File: src/upso_regs.svh
// Register offsets, field positions and reset values for the PHY session override bank.
// Included by the bank and bench files; definitions only.
`ifndef UPSO_REGS_SVH
`define UPSO_REGS_SVH
`define UPSO_ADDR_RSVD5 12'h294
`define UPSO_ADDR_OVRD6 12'h298
`define UPSO_MASK_LSB 16
`define UPSO_SEND_MSB 15
`define UPSO_SEND_LSB 13
`define UPSO_BSES_MSB 12
`define UPSO_BSES_LSB 10
`define UPSO_ASES_MSB 9
`define UPSO_ASES_LSB 7
`define UPSO_FVBUS_BIT 6
`define UPSO_FSEND_BIT 5
`define UPSO_FBSES_BIT 4
`define UPSO_FASES_BIT 3
`define UPSO_RXOFF_BIT 2
`define UPSO_OVRD_RESET 16'h0004
`define UPSO_OVRD_RWMASK 16'hFFFC
`endif

File: src/upso_pkg.sv
// Types for the PHY session override bank.
// Assumes nothing of its surroundings; the numeric constants live in upso_regs.svh.
`default_nettype none
package upso_pkg;
  typedef struct packed {
    logic [2:0] session_end_ref;
    logic [2:0] b_session_ref;
    logic [2:0] a_session_ref;
    logic force_vbus_valid;
    logic force_session_end;
    logic force_b_session;
    logic force_a_session;
    logic diff_rx_on_suspend;
  } upso_phy_ctl_t;
endpackage
`default_nettype wire

File: src/upso_bank.sv
// APB register bank holding PHY session/vbus comparator tuning and overrides.
// Assumes a 40 MHz APB clock with synchronous active-low reset; outputs feed PHY analog pins.
//
// Functional notes
// - Each low data bit n is written only when write data bit n+16 is one.
// - A zero mask bit leaves the stored bit unchanged; the mask half is write-only and reads zero.
// - Bits 15 to 13 hold the session-end reference code, reset zero, driven to the PHY.
// - Bits 12 to 10 hold the B-session-valid reference code, reset zero, driven to the PHY.
// - Bits 9 to 7 hold the A-session-valid reference code, reset zero, driven to the PHY.
// - Bit 6 set forces the vbus_valid output asserted; reset zero.
// - Bit 5 set forces the session-end output asserted; reset zero.
// - Bit 4 set forces the B-session-valid output asserted; reset zero.
// - Bit 3 set forces the A-session-valid output asserted; reset zero.
// - Bit 2, active low and reset one, turns off the differential receiver in suspend when zero.
`timescale 1ns/1ps
`default_nettype none
`include "upso_regs.svh"
module upso_bank
  import upso_pkg::*;
(
  // Clock and reset
  input wire logic i_clk,
  input wire logic i_rstn,
  // APB slave
  input wire logic i_psel,
  input wire logic i_penable,
  input wire logic i_pwrite,
  input wire logic [11:0] i_paddr,
  input wire logic [31:0] i_pwdata,
  output logic [31:0] o_prdata,
  output logic o_pready,
  output logic o_pslverr,
  // PHY comparator tuning and overrides
  output upso_phy_ctl_t o_phy_ctl
);
  logic [15:0] ovrd_q;
  logic [15:0] ovrd_d;
  logic [31:0] prdata_q;
  logic pready_q;
  logic pslverr_q;
  logic setup;

  function automatic logic addr_known(input logic [11:0] a);
    addr_known = (a == `UPSO_ADDR_RSVD5) || (a == `UPSO_ADDR_OVRD6);
  endfunction

  function automatic logic is_ovrd(input logic [11:0] a);
    is_ovrd = (a == `UPSO_ADDR_OVRD6);
  endfunction

  // Answer is registered: one setup cycle, then exactly one access cycle
  assign setup = i_psel && !i_penable;
  // Writes take effect only at the edge that closes the access cycle
  logic commit;
  assign commit = i_psel && i_penable && pready_q;

  upso_mask_write u_mask (
    .i_cur(ovrd_q),
    .i_rw_bits(`UPSO_OVRD_RWMASK),
    .i_wdata(i_pwdata),
    .o_next(ovrd_d)
  );

  always_ff @(posedge i_clk) begin
    if (!i_rstn) begin
      ovrd_q <= `UPSO_OVRD_RESET;
    end else if (commit && i_pwrite && is_ovrd(i_paddr)) begin
      ovrd_q <= ovrd_d;
    end
  end

  // Answer flags pulse for the single access cycle that follows setup
  always_ff @(posedge i_clk) begin
    if (!i_rstn) begin
      pready_q <= 1'b0;
      pslverr_q <= 1'b0;
    end else begin
      pready_q <= setup;
      pslverr_q <= setup && !addr_known(i_paddr);
    end
  end

  // Read data is zero outside the answer cycle, so a stale word never lingers
  always_ff @(posedge i_clk) begin
    if (!i_rstn) begin
      prdata_q <= 32'h00000000;
    end else if (setup && !i_pwrite && is_ovrd(i_paddr)) begin
      prdata_q <= {16'h0000, ovrd_q};
    end else begin
      prdata_q <= 32'h00000000;
    end
  end

  // Flop outputs so PHY analog pins never see decode glitches
  always_ff @(posedge i_clk) begin
    if (!i_rstn) begin
      o_phy_ctl.session_end_ref <= 3'h0;
      o_phy_ctl.b_session_ref <= 3'h0;
      o_phy_ctl.a_session_ref <= 3'h0;
      o_phy_ctl.force_vbus_valid <= 1'b0;
      o_phy_ctl.force_session_end <= 1'b0;
      o_phy_ctl.force_b_session <= 1'b0;
      o_phy_ctl.force_a_session <= 1'b0;
      o_phy_ctl.diff_rx_on_suspend <= 1'b1;
    end else begin
      o_phy_ctl.session_end_ref <= ovrd_q[`UPSO_SEND_MSB:`UPSO_SEND_LSB];
      o_phy_ctl.b_session_ref <= ovrd_q[`UPSO_BSES_MSB:`UPSO_BSES_LSB];
      o_phy_ctl.a_session_ref <= ovrd_q[`UPSO_ASES_MSB:`UPSO_ASES_LSB];
      o_phy_ctl.force_vbus_valid <= ovrd_q[`UPSO_FVBUS_BIT];
      o_phy_ctl.force_session_end <= ovrd_q[`UPSO_FSEND_BIT];
      o_phy_ctl.force_b_session <= ovrd_q[`UPSO_FBSES_BIT];
      o_phy_ctl.force_a_session <= ovrd_q[`UPSO_FASES_BIT];
      o_phy_ctl.diff_rx_on_suspend <= ovrd_q[`UPSO_RXOFF_BIT];
    end
  end

  assign o_prdata = prdata_q;
  assign o_pready = pready_q;
  assign o_pslverr = pslverr_q;

  logic wr6;
  assign wr6 = commit && i_pwrite && is_ovrd(i_paddr);

  masked_update_a: assert property (@(posedge i_clk) disable iff (!i_rstn)
    wr6 && i_pwdata[29] |=> ovrd_q[13] == $past(i_pwdata[13]))
    else $error("masked bit not written");
  mask_hold_a: assert property (@(posedge i_clk) disable iff (!i_rstn)
    wr6 && !i_pwdata[22] |=> $stable(ovrd_q[6]))
    else $error("unmasked bit changed");
  send_ref_out_a: assert property (@(posedge i_clk) disable iff (!i_rstn)
    1'b1 |=> o_phy_ctl.session_end_ref == $past(ovrd_q[15:13]))
    else $error("session end ref mismatch");
  bses_ref_out_a: assert property (@(posedge i_clk) disable iff (!i_rstn)
    1'b1 |=> o_phy_ctl.b_session_ref == $past(ovrd_q[12:10]))
    else $error("b session ref mismatch");
  ases_ref_out_a: assert property (@(posedge i_clk) disable iff (!i_rstn)
    1'b1 |=> o_phy_ctl.a_session_ref == $past(ovrd_q[9:7]))
    else $error("a session ref mismatch");
  force_vbus_a: assert property (@(posedge i_clk) disable iff (!i_rstn)
    wr6 && i_pwdata[22] |=> ##1 o_phy_ctl.force_vbus_valid == $past(i_pwdata[6], 2))
    else $error("vbus force not applied");
  force_send_a: assert property (@(posedge i_clk) disable iff (!i_rstn)
    wr6 && i_pwdata[21] |=> ##1 o_phy_ctl.force_session_end == $past(i_pwdata[5], 2))
    else $error("session end force not applied");
  force_bses_a: assert property (@(posedge i_clk) disable iff (!i_rstn)
    o_phy_ctl.force_b_session == $past(ovrd_q[4]))
    else $error("b session force mismatch");
  force_ases_a: assert property (@(posedge i_clk) disable iff (!i_rstn)
    o_phy_ctl.force_a_session == $past(ovrd_q[3]))
    else $error("a session force mismatch");
  rx_off_a: assert property (@(posedge i_clk)
    $rose(i_rstn) |-> ovrd_q[2] == 1'b1)
    else $error("rx control reset wrong");
  reserved_zero_a: assert property (@(posedge i_clk) disable iff (!i_rstn)
    ovrd_q[1:0] == 2'b00 && o_prdata[31:16] == 16'h0000)
    else $error("reserved bits nonzero");

  // Bus answer timing
  ready_answer_a: assert property (@(posedge i_clk) disable iff (!i_rstn)
    setup |=> o_pready)
    else $error("no ready after setup");
  ready_pulse_a: assert property (@(posedge i_clk) disable iff (!i_rstn)
    !setup |=> !o_pready)
    else $error("ready without setup");
  err_unmapped_a: assert property (@(posedge i_clk) disable iff (!i_rstn)
    setup && !addr_known(i_paddr) |=> o_pslverr)
    else $error("no error for unmapped address");
  err_mapped_a: assert property (@(posedge i_clk) disable iff (!i_rstn)
    !(setup && !addr_known(i_paddr)) |=> !o_pslverr)
    else $error("error on mapped address");
  err_with_ready_a: assert property (@(posedge i_clk) disable iff (!i_rstn)
    o_pslverr |-> o_pready)
    else $error("error without ready");

  // Read data
  rdata_idle_a: assert property (@(posedge i_clk) disable iff (!i_rstn)
    !o_pready |-> o_prdata == 32'h00000000)
    else $error("read data outside answer");
  rdata_value_a: assert property (@(posedge i_clk) disable iff (!i_rstn)
    setup && !i_pwrite && is_ovrd(i_paddr) |=> o_prdata == {16'h0000, $past(ovrd_q)})
    else $error("override read data wrong");
  rdata_rsvd_a: assert property (@(posedge i_clk) disable iff (!i_rstn)
    setup && !i_pwrite && i_paddr == `UPSO_ADDR_RSVD5 |=> o_prdata == 32'h00000000)
    else $error("reserved register reads nonzero");

  // Stored word and PHY control outputs
  other_write_hold_a: assert property (@(posedge i_clk) disable iff (!i_rstn)
    commit && !(i_pwrite && is_ovrd(i_paddr)) |=> $stable(ovrd_q))
    else $error("stored word changed by other access");
  ovrd_reset_a: assert property (@(posedge i_clk)
    !i_rstn |=> ovrd_q == `UPSO_OVRD_RESET)
    else $error("stored word reset wrong");
  ctl_reset_a: assert property (@(posedge i_clk)
    !i_rstn |=> {o_phy_ctl, 2'b00} == `UPSO_OVRD_RESET)
    else $error("phy controls reset wrong");
  send_ref_top_a: assert property (@(posedge i_clk) disable iff (!i_rstn)
    wr6 && i_pwdata[31] |=> ovrd_q[15] == $past(i_pwdata[15]))
    else $error("session end ref top bit not written");
  bses_ref_write_a: assert property (@(posedge i_clk) disable iff (!i_rstn)
    wr6 && i_pwdata[26] |=> ovrd_q[10] == $past(i_pwdata[10]))
    else $error("b session ref not written");
  ases_ref_write_a: assert property (@(posedge i_clk) disable iff (!i_rstn)
    wr6 && i_pwdata[23] |=> ovrd_q[7] == $past(i_pwdata[7]))
    else $error("a session ref not written");
  ases_ref_hold_a: assert property (@(posedge i_clk) disable iff (!i_rstn)
    wr6 && !i_pwdata[23] |=> $stable(ovrd_q[7]))
    else $error("a session ref changed unmasked");
  send_force_hold_a: assert property (@(posedge i_clk) disable iff (!i_rstn)
    wr6 && !i_pwdata[21] |=> $stable(ovrd_q[5]))
    else $error("session end force changed unmasked");
  force_bses_write_a: assert property (@(posedge i_clk) disable iff (!i_rstn)
    wr6 && i_pwdata[20] |=> ##1 o_phy_ctl.force_b_session == $past(i_pwdata[4], 2))
    else $error("b session force not applied");
  force_ases_write_a: assert property (@(posedge i_clk) disable iff (!i_rstn)
    wr6 && i_pwdata[19] |=> ##1 o_phy_ctl.force_a_session == $past(i_pwdata[3], 2))
    else $error("a session force not applied");
  rx_write_a: assert property (@(posedge i_clk) disable iff (!i_rstn)
    wr6 && i_pwdata[18] |=> ##1 o_phy_ctl.diff_rx_on_suspend == $past(i_pwdata[2], 2))
    else $error("rx control not applied");
  rx_hold_a: assert property (@(posedge i_clk) disable iff (!i_rstn)
    wr6 && !i_pwdata[18] |=> $stable(ovrd_q[2]))
    else $error("rx control changed unmasked");
endmodule
`default_nettype wire

File: src/upso_mask_write.sv
// Masked half-word write helper: upper 16 bits gate writes to the lower 16.
// Pure combinational; caller decides when the result is stored.
`timescale 1ns/1ps
`default_nettype none
module upso_mask_write (
  // Current value and writable bits
  input wire logic [15:0] i_cur,
  input wire logic [15:0] i_rw_bits,
  // Bus write data
  input wire logic [31:0] i_wdata,
  // Merged result
  output logic [15:0] o_next
);
  genvar n;
  generate
    for (n = 0; n < 16; n = n + 1) begin : g_bit
      // Mask half is never stored, only consulted
      assign o_next[n] = (i_wdata[n + 16] && i_rw_bits[n]) ? i_wdata[n] : i_cur[n];
    end
  endgenerate
endmodule
`default_nettype wire

File: config.mk
export PLATFORM = sky130hd
export DESIGN_NAME = upso_bank
export DESIGN_NICKNAME = d
export VERILOG_FILES = /design/src/upso_pkg.sv /design/src/upso_bank.sv /design/src/upso_mask_write.sv
export VERILOG_INCLUDE_DIRS = /design/src
export SDC_FILE = /design/constraint.sdc
export NUM_CORES = 1
export LEC_CHECK = 0
export ABC_AREA = 1
export ABC_CLOCK_PERIOD_IN_PS = 1250
export BUFFER_PORTS_ARGS = -buffer_cell sky130_fd_sc_hd__buf_2
export CAP_MARGIN = 20
export CORE_MARGIN = 8
export CORE_UTILIZATION = 41
export CTS_CLUSTER_DIAMETER = 100
export CTS_CLUSTER_SIZE = 25
export DETAILED_ROUTE_END_ITERATION = 6
export HOLD_SLACK_MARGIN = 0.08
export PLACE_DENSITY = 0.76
export SETUP_SLACK_MARGIN = 0.5
export SLEW_MARGIN = 10
export SYNTH_ARGS = -nofsm -noshare
export SYNTH_HDL_FRONTEND = slang
export SYNTH_SLANG_ARGS = --single-unit
File: constraint.sdc
create_clock -name i_clk -period 1.25 [get_ports i_clk]
set_clock_uncertainty 0.1 [all_clocks]
set_input_delay 0.0625 -clock i_clk [delete_from_list [all_inputs] [get_ports i_clk]]
set_output_delay 0.0625 -clock i_clk [all_outputs]
set_load 0.01 [all_outputs]
# Word-level counts from Yosys, hierarchy flattened
# Cells that the tools add are included.
[classes]
eq_ne = 2
reduce_logical = 27
[op_table]
columns = ["operator", "n"]
rows = [
  ["2-bit AND reduction", 15],
  ["12-bit by 10-bit == test with 1-bit output, second input constant", 2],
  ["1-bit logical AND", 8],
  ["1-bit logical NOT", 3],
  ["1-bit logical OR", 1],
]
[totals]
regBits = 60
input_bits = 49
out_inout_bits = 48
wordCells = 55

# Logic depth before layout (Yosys ltp)
[logic_depth]
word_depth = 5
ltp_mapped = 9
mapped_depth_nobuf = 8

# Cells and area by module
# Synthesis repeated with hierarchy kept, for this count alone.
[unflattened]
cells_unflattened = 317
area_unflattened_um2 = 2140.8
[by_module_without_submodules]
columns = ["mod", "n_inst", "cells_each", "area_each_um2", "seq_area_each_um2"]
rows = [
  ["upso_bank", 1, 253, 1880.6, 960.9],
  ["upso_mask_write", 1, 64, 260.2, 0.0],
]

# Worst setup path before layout
# Ideal clock, no wire load.
[synth_path]
path_kind = "reg2reg"
start = "register pready_q (netlist: o_pready)"
end = "register ovrd_q[3]"
setup_time_ps = 110
t_arrival_ps = 1088
required_time_ps = 1040
path_slack_ps = -48
stages_incl_launch_ff = 7
n_path_buf = 1
period_less_slack_ps = 1298
path_cell_list = "dfxtp_1 > nand4_1 > clkinv_1 > clkbuf_1 > nand4_1 > nand2_1 > nor2_1"
[synth_via]
elab_chain_len = 4
[synth_lines]
columns = ["item", "line", "text"]
rows = [
  ["from (decl)", "upso_bank.sv:39", "logic pready_q;"],
  ["from (signal assigned)", "upso_bank.sv:78", "pready_q <= setup;"],
  ["1-bit logical AND", "upso_bank.sv:55", "assign commit = i_psel && i_penable && pready_q;"],
  ["1-bit logical AND (2 in series)", "-", ""],
  ["2-bit AND reduction (no source line)", "-", ""],
  ["to (signal assigned)", "upso_bank.sv:66", "ovrd_q <= `UPSO_OVRD_RESET;"],
  ["to (signal assigned)", "upso_bank.sv:68", "ovrd_q <= ovrd_d;"],
  ["to (decl)", "upso_bank.sv:36", "logic [15:0] ovrd_q;"],
]
# No other way between the ends.
# A chain may end at the register's enable or synchronous reset.

# Worst setup path in the final report
[layout_path]
start = "register pready_q (netlist: o_pready)"
end = "register ovrd_q[11]"
# Same word-level chain as after synthesis.

==> impl_metrics.yaml <==
power:
  p_clk_share_pct: 35.7
  power.internal_w: 0.00196
  powerDensity_nw_per_um2: 912
  combPwrFrac_pct: 9.8
  cellLeakagePower_nw: 1.49
  switching_share_pct: 23.7
  net-switching-power_w: 0.000610
  seqPwrFrac_pct: 54.6
  ir_drop_uv: 398
yosys:
  ys_ff_latch: 44
  synth_xor_area_share_pct: 0
  synth_seq_area_share_pct: 44.9
  synth_compound_area_share_pct: 0.510
  yosysWarnings: 0
  netlist_instances: 259
  yosys.area_share.simple_pct: 32.2
  netlist_area_um2: 1960
  synth_cell_types: 21
  synth_mux_area_share_pct: 0
  synthAdderAreaFrac_pct: 0
  synth.avg_cell_area_um2: 7.58
  synth_top_family_by_area: "simple AND/OR/NAND/NOR gates"
critical_path:
  crit_path_end: "ovrd_q[11]"
  startpoint: "o_pready"
  r2r-start: "o_pready"
  r2r-end: "ovrd_q[11]"
  critPathMaxStageDelay_ps: 330
  arrival_ps: 1240
  end_kind: "register"
  cp-start-kind: "register"
  critical_path_class: "register to register"
  worst_r2r_path_depth: 7
  critPathMaxFanout: 7
  cpMostUsedCell: "nand4_1"
  critPathRequiredTime_ps: 1340
  slowest_stage: "dfxtp_2"
  path_cells: "nand4_1, buf_6, clkinv_8, nand4_1, nand2_1, inv_1, nor2_1"
  reg2reg_slack_ps: 100
die:
  die_h_um: 85.2
  dieArea_um2: 7260
  initial_core_util_pct: 42.1
  core_area_um2: 4660
  die_w_um: 85.2
  rows: 25
  ioPinCount: 97
layout:
  fin_nets: 399
  final_cell_mix: "61 x buf_2, 55 x inv_1, 44 x nand2_1"
  syn2layout_area_growth_pct: 43.7
  final_common_cell: "buf_2"
  antenna_cells: 0
  drive_gt1_share_pct: 41.9
  final_util_pct: 60.5
placed_design:
  post-dp-hpwl_um: 3590
  place.gp.congestion: 0.728
  port_buffers: 74
timing:
  fin_crit_sh_pct: 92.1
  drv_slew: 0
  clock.fmax_ghz: 0.868
  hold_slack_ps: -123
  finalCriticalPeriod_ps: 1150
  setup-violations-final: 0
  hold_viol: 14
  rsz0062_at_grt: "yes"
global_route:
  grt-ovfl-total: 0
  grt_max_degree: 29
  grt_pass1_wl_um: 8340
  grtUsageTotal_pct: 14.5
  antenna_found_initial: 1
  grt_pass1_vias: 1881
route:
  vias: 1822
  first_pass_iters: 4
  wl_per_cell_um: 12.8
  viasPerCell: 4.50
  dr.first_iter.drc_count: 71
  wl_um: 5190
  drcViolationCount: 0
  drt.antenna.violating_nets: 0
hold_path:
  holdCritStartpoint: "i_penable"
  hp-class: "input pin to register"
run_status:
  violations: "hold timing"
  status: "finished, violations left"
clock_tree:
  clkSlewWorstSetupHoldPaths_ps: 90
  clkSinkCount: 44
  cts_buffer_depth: 2
  cts_root_buffer: "clkbuf_8"
  cts_buffers: 5
  htree_levels: 2
  worstSkewPairLatency_ps: 300
  tritoncts: "done"
run:
  maxCapViolations: 0
power groups by stage:
stage | clock network [W] | logic, W | registers, W
after floorplan | 0 | 0.000140 | 0.00144
after global placement | 0 | 0.000200 | 0.00144
after detailed placement | 0 | 0.000203 | 0.00144
after CTS | 0.000953 | 0.000236 | 0.00140
after global routing | 0.000991 | 0.000276 | 0.00140
final | 0.000917 | 0.000251 | 0.00140
final cells by class:
| type | instances | area (µm²) |
|---|---|---|
| Fill cell | 419 | 1840 |
| Clock inverter | 1 | 7.51 |
| Timing Repair inverter | 2 | 25.0 |
| Sequential cell | 44 | 888 |
| Inverter | 65 | 289 |
| Clock buffer | 7 | 86.3 |
| Timing Repair Buffer | 92 | 656 |
| Multi-Input combinational cell | 140 | 802 |
| Tap cell | 54 | 67.6 |
cell usage after synthesis (all sizes together):
master	count	area, µm²
a21oi	1	5.00
nand3	5	37.5
nand2	51	194
dfxtp	44	881
nor2	36	228
buf	26	188
conb	1	3.75
clkinv	1	3.75
inv	64	240
clkbuf	1	3.75
nor3	1	5.00
nand4	27	169
o21ai	1	5.00
per-layer routing:
layer  track usage (%)  vias to the layer above  part of all wire (%)
met5                 0                        -                  0.15
met3              6.18                       10                   9.5
met4              5.02                        2                   1.6
li1                  -                      917                     -
met1              15.0                      818                    41
met2              25.7                       75                    48
kinds of logic after synthesis:
kind of cell           count (synthesis)
AO/OA/AOI/OAI                          2
buffers and inverters                 92
flip-flops                            44
other                                  1
AND/OR/NAND/NOR                      120
worst min-delay path by stage:
stage                     cells after the start       end  slack (ps)
after global placement                        2  o_pready         190
after floorplan                               1  o_pready          80
after global routing                          2  o_pready        -100
after detailed placement                      2  o_pready         190
final                                         2  o_pready        -120
after CTS                                     2  o_pready        -130
flip-flops by register name (all words and copies together), names as in the netlist:
name / flops
ovrd_q: 14
o_pready: 1
o_pslverr: 1
o_prdata: 14
o_phy_ctl: 14
through the flow:
step / area, µm² / cells / setup slack [ps] / total power [W] / TNS, ps
after floorplan: 2120 / 276 / 154 / 0.00158 / 0
after global placement: 2440 / 386 / -20.8 / 0.00164 / -125
after detailed placement: 2440 / 386 / -54.9 / 0.00164 / -497
after CTS: 2770 / 405 / 142 / 0.00259 / 0
after global routing: 2820 / 405 / -0.869 / 0.00267 / -0.869
final: 2820 / 405 / 98.5 / 0.00257 / 0
what timing repair did:
action | in CTS | in global routing
setup buffers | 8 | 0
resized for setup | 33 | 12
hold endpoints to repair | 16 | 16
gates cloned | 3 | 0
setup endpoints to repair | 58 | 58
pin swaps | 14 | 18
worst max-delay path: cells and delay by family (launching register included):
family        cells  cell delay (ps)
flops             1              330
simple gates      4              280
buf+inv           3              330
(Power assumes the default switching activity.)
